==> src/dcec_consts.svh <==
// Purpose: Offsets, field positions, reset values for channel event control
// Assumes: Included by bare name
// Notes: Byte addresses on a 32-bit APB word map
`ifndef DCEC_CONSTS_SVH
`define DCEC_CONSTS_SVH
`define DCEC_ADDR_W 4
`define DCEC_OFF_EVCTL 4'h0
`define DCEC_OFF_CHCTL 4'h4
`define DCEC_OFF_STATUS 4'h8
`define DCEC_ABORT_SEL_HI 23
`define DCEC_ABORT_SEL_LO 16
`define DCEC_START_SEL_HI 15
`define DCEC_START_SEL_LO 8
`define DCEC_FORCE_BIT 7
`define DCEC_ABORT_BIT 6
`define DCEC_PATTERN_ABORT_ENABLE_BIT 5
`define DCEC_START_IRQ_ENABLE_BIT 4
`define DCEC_ABORT_IRQ_ENABLE_BIT 3
`define DCEC_SEL_RESET 8'hFF
`define DCEC_CHANNEL_ENABLE_BIT 0
`define DCEC_ST_BUSY_BIT 0
`define DCEC_ST_ABORTF_BIT 1
`define DCEC_ST_STARTS_BIT 2
`endif

==> src/dcec_pkg.sv <==
// Purpose: Types for channel event control
// Assumes: Nothing
// Notes: Two-bit channel state; IDLE and BUSY codes differ in both bits
package dcec_pkg;
  typedef enum logic [1:0] {
    DCEC_IDLE = 2'h0,
    DCEC_ARMED = 2'h1,
    DCEC_BUSY = 2'h3
  } dcec_state_type;
  typedef logic [7:0] dcec_irq_type;
endpackage : dcec_pkg

==> src/dcec_top.sv <==
// Purpose: DMA channel event control with APB register access
// Assumes: IRQ lines on pclk; pattern match from async logic
// Notes: Transfer engine outside; this block issues start and abort pulses
// Notes on behaviour
// - Eight-bit abort selector; selected IRQ aborts transfer, sets abort flag
// - Eight-bit start selector; selected IRQ starts a transfer
// - Force bit written one starts a transfer now; reads zero
// - Abort bit written one aborts the transfer; reads zero
// - Pattern enable: match aborts and clears channel enable; else ignored
// - Start enable gates start IRQ; clear means no start
// - Abort enable gates abort IRQ; clear means no abort
// - Event control bits 31:24 and 2:0 read zero
//
// The APB interface to the registers and the address map were left to the implementer.
`include "dcec_consts.svh"
module dcec_top #(
  parameter int NUM_IRQ = 256
) (
  // APB slave
  input wire logic pclk,
  input wire logic presetn,
  input wire logic clk_en,
  input wire logic psel,
  input wire logic penable,
  input wire logic pwrite,
  input wire logic [`DCEC_ADDR_W-1:0] paddr,
  input wire logic [31:0] pwdata,
  output logic [31:0] prdata,
  output logic pready,
  output logic pslverr,
  // Event sources
  input wire logic [NUM_IRQ-1:0] irq_lines,
  input wire logic pattern_match,
  input wire logic transfer_done,
  // Transfer engine controls
  output logic start_pulse,
  output logic abort_pulse,
  output logic channel_enable,
  output logic channel_busy,
  output logic channel_abort_flag
);
  import dcec_pkg::*;

  initial begin
    if (NUM_IRQ < 1 || NUM_IRQ > 256) begin
      $error("NUM_IRQ out of range");
    end
  end

  dcec_irq_type abort_irq_select;
  dcec_irq_type start_irq_select;
  logic pattern_abort_enable;
  logic start_irq_enable;
  logic abort_irq_enable;
  dcec_state_type state;
  dcec_state_type next_state;
  logic start_hit;
  logic abort_hit;
  logic pattern_sync;
  logic pattern_last;

  dcec_irq_match #(.NUM_IRQ(NUM_IRQ)) u_start_match (
    .pclk(pclk),
    .presetn(presetn),
    .clk_en(clk_en),
    .irq_lines(irq_lines),
    .select(start_irq_select),
    .hit(start_hit)
  );

  dcec_irq_match #(.NUM_IRQ(NUM_IRQ)) u_abort_match (
    .pclk(pclk),
    .presetn(presetn),
    .clk_en(clk_en),
    .irq_lines(irq_lines),
    .select(abort_irq_select),
    .hit(abort_hit)
  );

  dcec_sync u_pattern_sync (
    .pclk(pclk),
    .presetn(presetn),
    .clk_en(clk_en),
    .async_in(pattern_match),
    .sync_out(pattern_sync)
  );

  // APB decode; zero-wait slave, every access answered in its access phase
  wire apb_acc = psel && penable && clk_en;
  wire apb_wr = apb_acc && pwrite;
  wire hit_ev = paddr == `DCEC_OFF_EVCTL;
  wire hit_ch = paddr == `DCEC_OFF_CHCTL;
  wire hit_st = paddr == `DCEC_OFF_STATUS;
  wire mapped = hit_ev || hit_ch || hit_st;
  wire wr_ev = apb_wr && hit_ev;
  wire wr_ch = apb_wr && hit_ch;
  wire rd_st = apb_acc && !pwrite && hit_st;

  // Event qualification
  wire sw_force = wr_ev && pwdata[`DCEC_FORCE_BIT];
  wire sw_abort = wr_ev && pwdata[`DCEC_ABORT_BIT];
  wire irq_start = start_irq_enable && start_hit;
  wire irq_abort = abort_irq_enable && abort_hit;
  wire pat_rise = pattern_sync && !pattern_last;
  wire pat_abort = pattern_abort_enable && pat_rise && channel_enable;
  wire any_abort = sw_abort || irq_abort || pat_abort;
  wire any_start = (sw_force || irq_start) && channel_enable;
  // Abort overrides start in the same cycle
  wire go_start = any_start && !any_abort;

  always_comb begin
    next_state = state;
    unique case (state)
      DCEC_IDLE: begin
        if (go_start) begin
          next_state = DCEC_BUSY;
        end else if (channel_enable) begin
          next_state = DCEC_ARMED;
        end
      end
      DCEC_ARMED: begin
        if (go_start) begin
          next_state = DCEC_BUSY;
        end else if (!channel_enable) begin
          next_state = DCEC_IDLE;
        end
      end
      DCEC_BUSY: begin
        if (any_abort || transfer_done || !channel_enable) begin
          next_state = DCEC_IDLE;
        end
      end
      default: next_state = DCEC_IDLE;
    endcase
  end

  // Readback; unimplemented bits and self-clearing bits read zero
  wire [31:0] ev_read = {8'h00, abort_irq_select, start_irq_select,
                         2'b00, pattern_abort_enable, start_irq_enable,
                         abort_irq_enable, 3'b000};
  wire [31:0] ch_read = {31'h0, channel_enable};
  wire [31:0] st_read = {29'h0, 1'b0, channel_abort_flag, channel_busy};
  wire [31:0] next_prdata = hit_ev ? ev_read :
                            hit_ch ? ch_read :
                            hit_st ? st_read : 32'h0;

  always_ff @(posedge pclk or negedge presetn) begin
    if (!presetn) begin
      abort_irq_select <= `DCEC_SEL_RESET;
      start_irq_select <= `DCEC_SEL_RESET;
      pattern_abort_enable <= 1'b0;
      start_irq_enable <= 1'b0;
      abort_irq_enable <= 1'b0;
    end else if (wr_ev) begin
      abort_irq_select <= pwdata[`DCEC_ABORT_SEL_HI:`DCEC_ABORT_SEL_LO];
      start_irq_select <= pwdata[`DCEC_START_SEL_HI:`DCEC_START_SEL_LO];
      pattern_abort_enable <= pwdata[`DCEC_PATTERN_ABORT_ENABLE_BIT];
      start_irq_enable <= pwdata[`DCEC_START_IRQ_ENABLE_BIT];
      abort_irq_enable <= pwdata[`DCEC_ABORT_IRQ_ENABLE_BIT];
    end
  end

  // Pattern abort clearing enable beats a same-cycle software write
  always_ff @(posedge pclk or negedge presetn) begin
    if (!presetn) begin
      channel_enable <= 1'b0;
    end else if (clk_en) begin
      if (pat_abort) begin
        channel_enable <= 1'b0;
      end else if (wr_ch) begin
        channel_enable <= pwdata[`DCEC_CHANNEL_ENABLE_BIT];
      end
    end
  end

  // Abort flag: set wins over a read-to-clear in the same cycle
  always_ff @(posedge pclk or negedge presetn) begin
    if (!presetn) begin
      channel_abort_flag <= 1'b0;
    end else if (clk_en) begin
      if (irq_abort) begin
        channel_abort_flag <= 1'b1;
      end else if (rd_st) begin
        channel_abort_flag <= 1'b0;
      end
    end
  end

  always_ff @(posedge pclk or negedge presetn) begin
    if (!presetn) begin
      state <= DCEC_IDLE;
      pattern_last <= 1'b0;
      start_pulse <= 1'b0;
      abort_pulse <= 1'b0;
      channel_busy <= 1'b0;
    end else if (clk_en) begin
      state <= next_state;
      pattern_last <= pattern_sync;
      start_pulse <= go_start;
      abort_pulse <= any_abort && (state == DCEC_BUSY);
      channel_busy <= next_state == DCEC_BUSY;
    end
  end

  always_ff @(posedge pclk or negedge presetn) begin
    if (!presetn) begin
      prdata <= 32'h0;
      pready <= 1'b0;
      pslverr <= 1'b0;
    end else if (clk_en) begin
      pready <= psel && !penable;
      pslverr <= psel && !penable && !mapped;
      if (psel && !penable && !pwrite) begin
        prdata <= next_prdata;
      end
    end
  end

  // Checks
  a_abort_beats_start: assert property (
    @(posedge pclk) disable iff (!presetn)
    clk_en && any_abort |=> !start_pulse)
    else $error("start issued alongside abort");
  a_force_starts: assert property (
    @(posedge pclk) disable iff (!presetn)
    clk_en && sw_force && channel_enable && !any_abort |=> start_pulse)
    else $error("force write did not start");
  a_irq_start_gated: assert property (
    @(posedge pclk) disable iff (!presetn)
    clk_en && start_hit && !start_irq_enable && !sw_force |=> !start_pulse)
    else $error("start irq not gated");
  a_irq_abort_flag: assert property (
    @(posedge pclk) disable iff (!presetn)
    clk_en && irq_abort |=> channel_abort_flag)
    else $error("abort flag not set");
  a_abort_gated: assert property (
    @(posedge pclk) disable iff (!presetn)
    clk_en && abort_hit && !abort_irq_enable && !sw_abort && !pat_abort
    && state == DCEC_BUSY |=> !abort_pulse)
    else $error("abort irq not gated");
  a_pattern_clears: assert property (
    @(posedge pclk) disable iff (!presetn)
    clk_en && pat_abort |=> !channel_enable && !channel_busy)
    else $error("pattern abort did not clear enable");
  a_sw_abort_idle: assert property (
    @(posedge pclk) disable iff (!presetn)
    clk_en && sw_abort && state == DCEC_BUSY |=> abort_pulse && !channel_busy)
    else $error("software abort ignored");
  a_reserved_zero: assert property (
    @(posedge pclk) disable iff (!presetn)
    pready && !pslverr && $past(hit_ev) && !$past(pwrite)
    |-> prdata[31:24] == 8'h00 && prdata[2:0] == 3'b000
    && prdata[7:6] == 2'b00)
    else $error("reserved bits nonzero");
  a_start_sel_used: assert property (
    @(posedge pclk) disable iff (!presetn)
    clk_en && start_irq_enable && start_hit && channel_enable && !any_abort
    |=> start_pulse)
    else $error("selected start irq lost");
endmodule : dcec_top

==> src/dcec_sync.sv <==
// Purpose: Three-flop synchroniser with agreement filter
// Assumes: Input asynchronous to pclk
// Notes: First stage is read only by the second stage
module dcec_sync (
  // Clock and reset
  input wire logic pclk,
  input wire logic presetn,
  input wire logic clk_en,
  // Data
  input wire logic async_in,
  output logic sync_out
);
  logic s1;
  logic s2;
  logic s3;
  always_ff @(posedge pclk or negedge presetn) begin
    if (!presetn) begin
      s1 <= 1'b0;
      s2 <= 1'b0;
      s3 <= 1'b0;
      sync_out <= 1'b0;
    end else if (clk_en) begin
      s1 <= async_in;
      s2 <= s1;
      s3 <= s2;
      if (s2 == s3) begin
        sync_out <= s3;
      end
    end
  end
endmodule : dcec_sync

==> src/dcec_irq_match.sv <==
// Purpose: Rising-edge detect and selector match on the IRQ vector
// Assumes: irq_lines from the same clock domain
// Notes: One-cycle hit pulse per new request
module dcec_irq_match #(
  parameter int NUM_IRQ = 256
) (
  // Clock and reset
  input wire logic pclk,
  input wire logic presetn,
  input wire logic clk_en,
  // Requests
  input wire logic [NUM_IRQ-1:0] irq_lines,
  input wire logic [7:0] select,
  output logic hit
);
  initial begin
    if (NUM_IRQ < 1 || NUM_IRQ > 256) begin
      $error("NUM_IRQ out of range");
    end
  end
  logic [NUM_IRQ-1:0] irq_last;
  wire [NUM_IRQ-1:0] irq_rise = irq_lines & ~irq_last;
  wire sel_ok = 32'(select) < NUM_IRQ;
  wire hit_now = sel_ok && irq_rise[select];
  always_ff @(posedge pclk or negedge presetn) begin
    if (!presetn) begin
      irq_last <= '0;
      hit <= 1'b0;
    end else if (clk_en) begin
      irq_last <= irq_lines;
      hit <= hit_now;
    end
  end
endmodule : dcec_irq_match

==> config.mk <==
export PLATFORM = sky130hd
export DESIGN_NAME = dcec_top
export DESIGN_NICKNAME = d
export VERILOG_FILES = /design/src/dcec_pkg.sv /design/src/dcec_top.sv /design/src/dcec_sync.sv /design/src/dcec_irq_match.sv
export VERILOG_INCLUDE_DIRS = /design/src
export SDC_FILE = /design/constraint.sdc
export NUM_CORES = 1
export LEC_CHECK = 0
export BUFFER_PORTS_ARGS = -buffer_cell sky130_fd_sc_hd__buf_2
export CAP_MARGIN = 30
export CORE_MARGIN = 4
export CORE_UTILIZATION = 35
export CTS_CLUSTER_SIZE = 28
export DETAILED_ROUTE_END_ITERATION = 12
export HOLD_SLACK_MARGIN = 0.15
export PLACE_DENSITY = 0.63
export SLEW_MARGIN = 25
export SYNTH_ARGS = -nofsm -noshare
export SYNTH_HDL_FRONTEND = slang
export SYNTH_SLANG_ARGS = --single-unit
==> constraint.sdc <==
create_clock -name pclk -period 2.1 [get_ports pclk]
set_input_delay 0.42 -clock pclk [delete_from_list [all_inputs] [get_ports pclk]]
set_output_delay 0.42 -clock pclk [all_outputs]
set_load 0.1 [all_outputs]
After elaboration in Yosys (flattened, before gate mapping). Index checks and enable logic that the tools add are counted. W data, S select, Z words.

Multiply operators: 0. $lt $le $gt $ge: 2. Divide/modulo/power cells: 0. Bitwise gates (word level): 2. $add $sub $neg: 0. Muxes and demuxes: 17. Equal/unequal tests: 6. Shift operators: 0. Reduce and logical (&&, ||, !) cells: 41.

Operator list (count): $and A256 B256 Y256 (1); $not A256 Y256 (1); $mux W24 (1); $logic_and A1 B1 Y1 (20); $lt A8 B9 Y1 const B (2); $bmux W1 S8 (2); $mux W2 (7); $reduce_and A2 Y1 (4); $logic_or A1 B1 Y1 (7); $logic_not A1 Y1 (6); $mux W1 (6); $pmux W2 S3 (1); $eq A2 B2 Y1 const B (2); $eq A4 B3 Y1 const B (1); $eq A4 B4 Y1 const B (1); $logic_not A4 Y1 (1); $reduce_bool A2 Y1 (2); $eq A2 B1 Y1 const B (1); $logic_not A2 Y1 (1); $eq A1 B1 Y1 (1).

Memories: 0. Memory bits (writable): 0. Memory bits (read-only): 0. Register bits: 323. Bits in latches: 0. Output and inout port bits: 39. Input port bits: 300. Logic and storage cells: 90.

Depth between registers and ports, before layout.
Word-level depth: 12. Depth in mapped cells: 11.

Hierarchy. From an unflattened synthesis, not the netlist that was laid out.

Cell total of the unflattened synthesis: 2256. Area total of the unflattened synthesis: 27466.3 sq um.

By module, submodules not included: dcec_irq_match (cells an instance 1043, instances 2, area an instance 12600.8 sq um); dcec_top (cells an instance 160, instances 1, area an instance 2108.3 sq um); dcec_sync (cells an instance 10, instances 1, area an instance 156.4 sq um).

Worst setup path before layout. Ideal clock, no wire load.

Path kind: register to register. From: register abort_irq_select[0]. To: register u_abort_match.hit. Data required time: 1.964 ns. Arrival time: 2.115 ns. Path slack: -0.151 ns. Clock period less this slack: 2.251 ns. Cell stages (with the launch flop): 10. Path through: dfstp_2 -> buf_6 -> buf_2 -> buf_4 -> mux4_2 -> nor3_1 -> a211o_1 -> o41ai_1 -> a2111oi_0 -> o22ai_1.

Cells in the longest elaborated chain, start to end: 2.

Ends and longest elaborated chain: from (decl) (RTL line dcec_top.sv:50) `dcec_irq_type abort_irq_select;`; from (signal assigned) (RTL line dcec_top.sv:149) `` abort_irq_select <= `DCEC_SEL_RESET; ``; from (signal assigned) (RTL line dcec_top.sv:155) `` abort_irq_select <= pwdata[`DCEC_ABORT_SEL_HI:`DCEC_ABORT_SEL_LO]; ``; $bmux W1 S8 (RTL line dcec_irq_match.sv:24) `wire hit_now = sel_ok && irq_rise[select];`; $mux W1 (not written as such) (RTL line dcec_irq_match.sv:24); to (signal assigned) (RTL line dcec_irq_match.sv:31) `hit <= hit_now;`; to (decl) (RTL line dcec_irq_match.sv:14) `output logic hit`.

Every way passes these cells. The select of a mux whose other input is x is not followed. A chain may end at the register's enable or synchronous reset.

Worst setup path after layout. Ends and elaborated chain as after synthesis.

==> flow_metrics.tcl <==
set metrics [dict create \
    synth.top_cell.area_share_pct 41.8 \
    cts_buffer_depth 3 \
    htree_levels 2 \
    synthTopCellsByCount "dfrtp_1 (296), mux2_2 (200), nor3b_1 (159), a311oi_1 (114), nand2_1 (102)" \
    drtAntennaViolNets 0 \
    start_util_pct 35.4 \
    fin_setup_tns_ns -0.697 \
    min_path_type "in -> reg" \
    fp.dieArea_um2 54300 \
    antenna_found_initial 9 \
    syn_to_final_growth_pct 48.4 \
    die_height_um 233 \
    grt_usage_pct 25.4 \
    min_period_ns 2.47 \
    cts.sink_count 312 \
    synth_compound_area_share_pct 14.9 \
    grt_pass1_vias 17588 \
    slew_headroom_pct 52.8 \
    synthArstFlopShare_pct 100 \
    drc 0 \
    clk_latency_ns 0.57 \
    power_leakage_nw 11.0 \
    worst_slew_pin_slew_ns 0.706 \
    vias 16979 \
    cts_made_buffers 39 \
    critPathKind "reg -> reg" \
    syn_avg_cell_area_um2 10.7 \
    worst-path-max-fanout 17 \
    fmax_mhz 406 \
    endpoint_kind "register" \
    die_w_um 233 \
    ys_types 62 \
    setup_viol_count_final 2 \
    core_um2 50100 \
    post-route-util_pct 52.5 \
    yosys.area_share.xor_xnor_pct 0 \
    grt_first_pass_wirelength_mm 106 \
    routed_wl_mm 71.1 \
    globalplace.congestion 0.876 \
    synth_seq_cells 312 \
    cts_root_buf "clkbuf_16" \
    placed_area_um2 21300 \
    synth-adder-area-share_pct 0 \
    grt_max_degree 97 \
    first_iter_violations 1189 \
    finalMaxSlewViolations 0 \
    power_w 0.0191 \
    drive_gt1_share_pct 39.2 \
    clkTransAtPathRegs_ns 0.06 \
    viasPerCell 5.51 \
    timing.hold.ws_ns 0.178 \
    seq_area_frac_synth_pct 44.2 \
    synth.area.top_cells "dfrtp_1 (42%), mux2_2 (13%), nor3b_1 (6.7%), a311oi_1 (5.6%), mux4_2 (5.6%)" \
    rows 82 \
    drv_cap 0 \
    cp.arrival_ns 2.89 \
    startpoint_type "register" \
    fin_skew_ns 0.0191 \
    finalWorstSetupSlack_ns -0.366 \
    synth-simple-area-share_pct 17.1 \
    io_pins 339 \
    syn_inst 1649 \
    yosys_warnings 0 \
    required_ns 2.53 \
    synth_flop_cell "dfrtp_1" \
    power_density_nw_per_um2 727 \
    violations "negative setup slack" \
    stdcell_area_um2 26300 \
    layout_worst_path_cycle_share_pct 117 \
    power.ir.vdd_worst_v 0.000457 \
    hold_violations 0 \
    synth_edf_count 0 \
    wire_per_inst_um 23.1 \
    first_pass_iters 5 \
    port_buffers 317 \
    yosysMostFrequentCell "dfrtp_1" \
    synthMuxAreaShare_pct 18.6 \
    synth_top_family_by_area "multiplexers" \
    synth_area_leader_cell "dfrtp_1" \
    status "complete, but fails checks" \
    nNetsFinal 2672 \
    grt-ovfl-total 0 \
    post-dp-hpwl_mm 48.4 \
    cts_tree "yes" \
    syn_area_um2 17700 \
    rsz0062_at_grt "true" \
]
-- worst paths after layout --
kind	from	end	slack, ns	cells past startpoint
setup / recovery	abort_irq_select[0]	u_abort_match.hit	-0.37	10
max in group asynchronous	presetn	abort_irq_select[2]	0.98	3
hold reg to reg	prdata[0]	prdata[0]	0.48	2
setup reg to reg	abort_irq_select[0]	u_abort_match.hit	-0.37	10
min in group asynchronous	presetn	u_abort_match.irq_last[31]	0.38	2
hold / removal	pwdata[16]	abort_irq_select[0]	0.18	2
-- stage by stage --
step / std cells / setup slack [ns]
floorplan: 1659 / -0.0858
detailed placement: 2697 / -0.528
global route: 3079 / -0.456
global placement: 2697 / -0.553
finish: 3081 / -0.366
CTS: 3056 / -0.348
-- critical path: stages, from the launching register on --
cell and delay [ns]:
dfstp_4 0.67, buf_12 0.17, bufbuf_16 0.32, nor3b_1 0.07, a311oi_1 0.25, nor2_1 0.09, a21oi_2 0.20, o41ai_2 0.11
buf_4 0.16, mux2i_4 0.18, o22ai_1 0.12
-- metal layers --
metal	vias up	track usage, %	share of wire, %	routed length, µm
li1	7656	-	-	-
met3	171	4.71	6.7	4760
met4	0	10.1	4.1	2940
met5	-	0	0	0
met1	8488	32.1	40	28600
met2	664	43.0	49	34900
-- kinds of logic after synthesis --
group | after synthesis
AOI/OAI and AO/OA | 362
other | 1
DFF | 312
muxes | 250
buffers and inverters | 219
and+or+nand+nor | 505
-- flip-flops by register name, summed over array words and instances, names as in the netlist, 2 cells and up --
signal	count
start_irq_select	8
prdata	21
abort_irq_select	8
u_abort_match.irq_last	256
state	2
-- cell usage in the layout, fill, tap and decap left out, types with 28 or more instances in the layout --
cell type	n
o21ai_0	89
dfrtp_1	295
nand2b_1	91
nor2b_1	28
buf_12	29
nor3b_1	152
buf_2	315
mux2_2	200
mux4_2	44
nor2_1	40
buf_4	167
inv_1	88
nand2_1	102
clkbuf_16	44
a311oi_1	90
dlygate4sd3_1	267
-- power by group --
group	internal, W	total, W	leakage, nW	switching, W
clock network	0.00406	0.00685	0.621	0.00279
logic	0.00253	0.00523	6.68	0.00270
registers	0.00662	0.00705	3.73	0.000426
-- cell type report --
class | count | area, µm²
well taps | 672 | 841
flip-flops and latches | 312 | 7840
diodes | 11 | 27.5
inverters | 90 | 345
repair buffers | 801 | 6490
clock inverters | 6 | 60.1
fillers | 4449 | 23800
multi-input cells | 1128 | 9490
clock buffers | 61 | 1210
-- repair_timing --
action / in CTS / in global routing
endpoints found under the setup margin: 2 / 2
cloned: 5 / 3
resized for setup: 72 / 47
buffers inserted: 20 / 11
endpoints found under the hold margin: 368 / 0
hold buffers: 267 / 0
pin swaps: 28 / 28
Power figures use the tool's default switching activity.
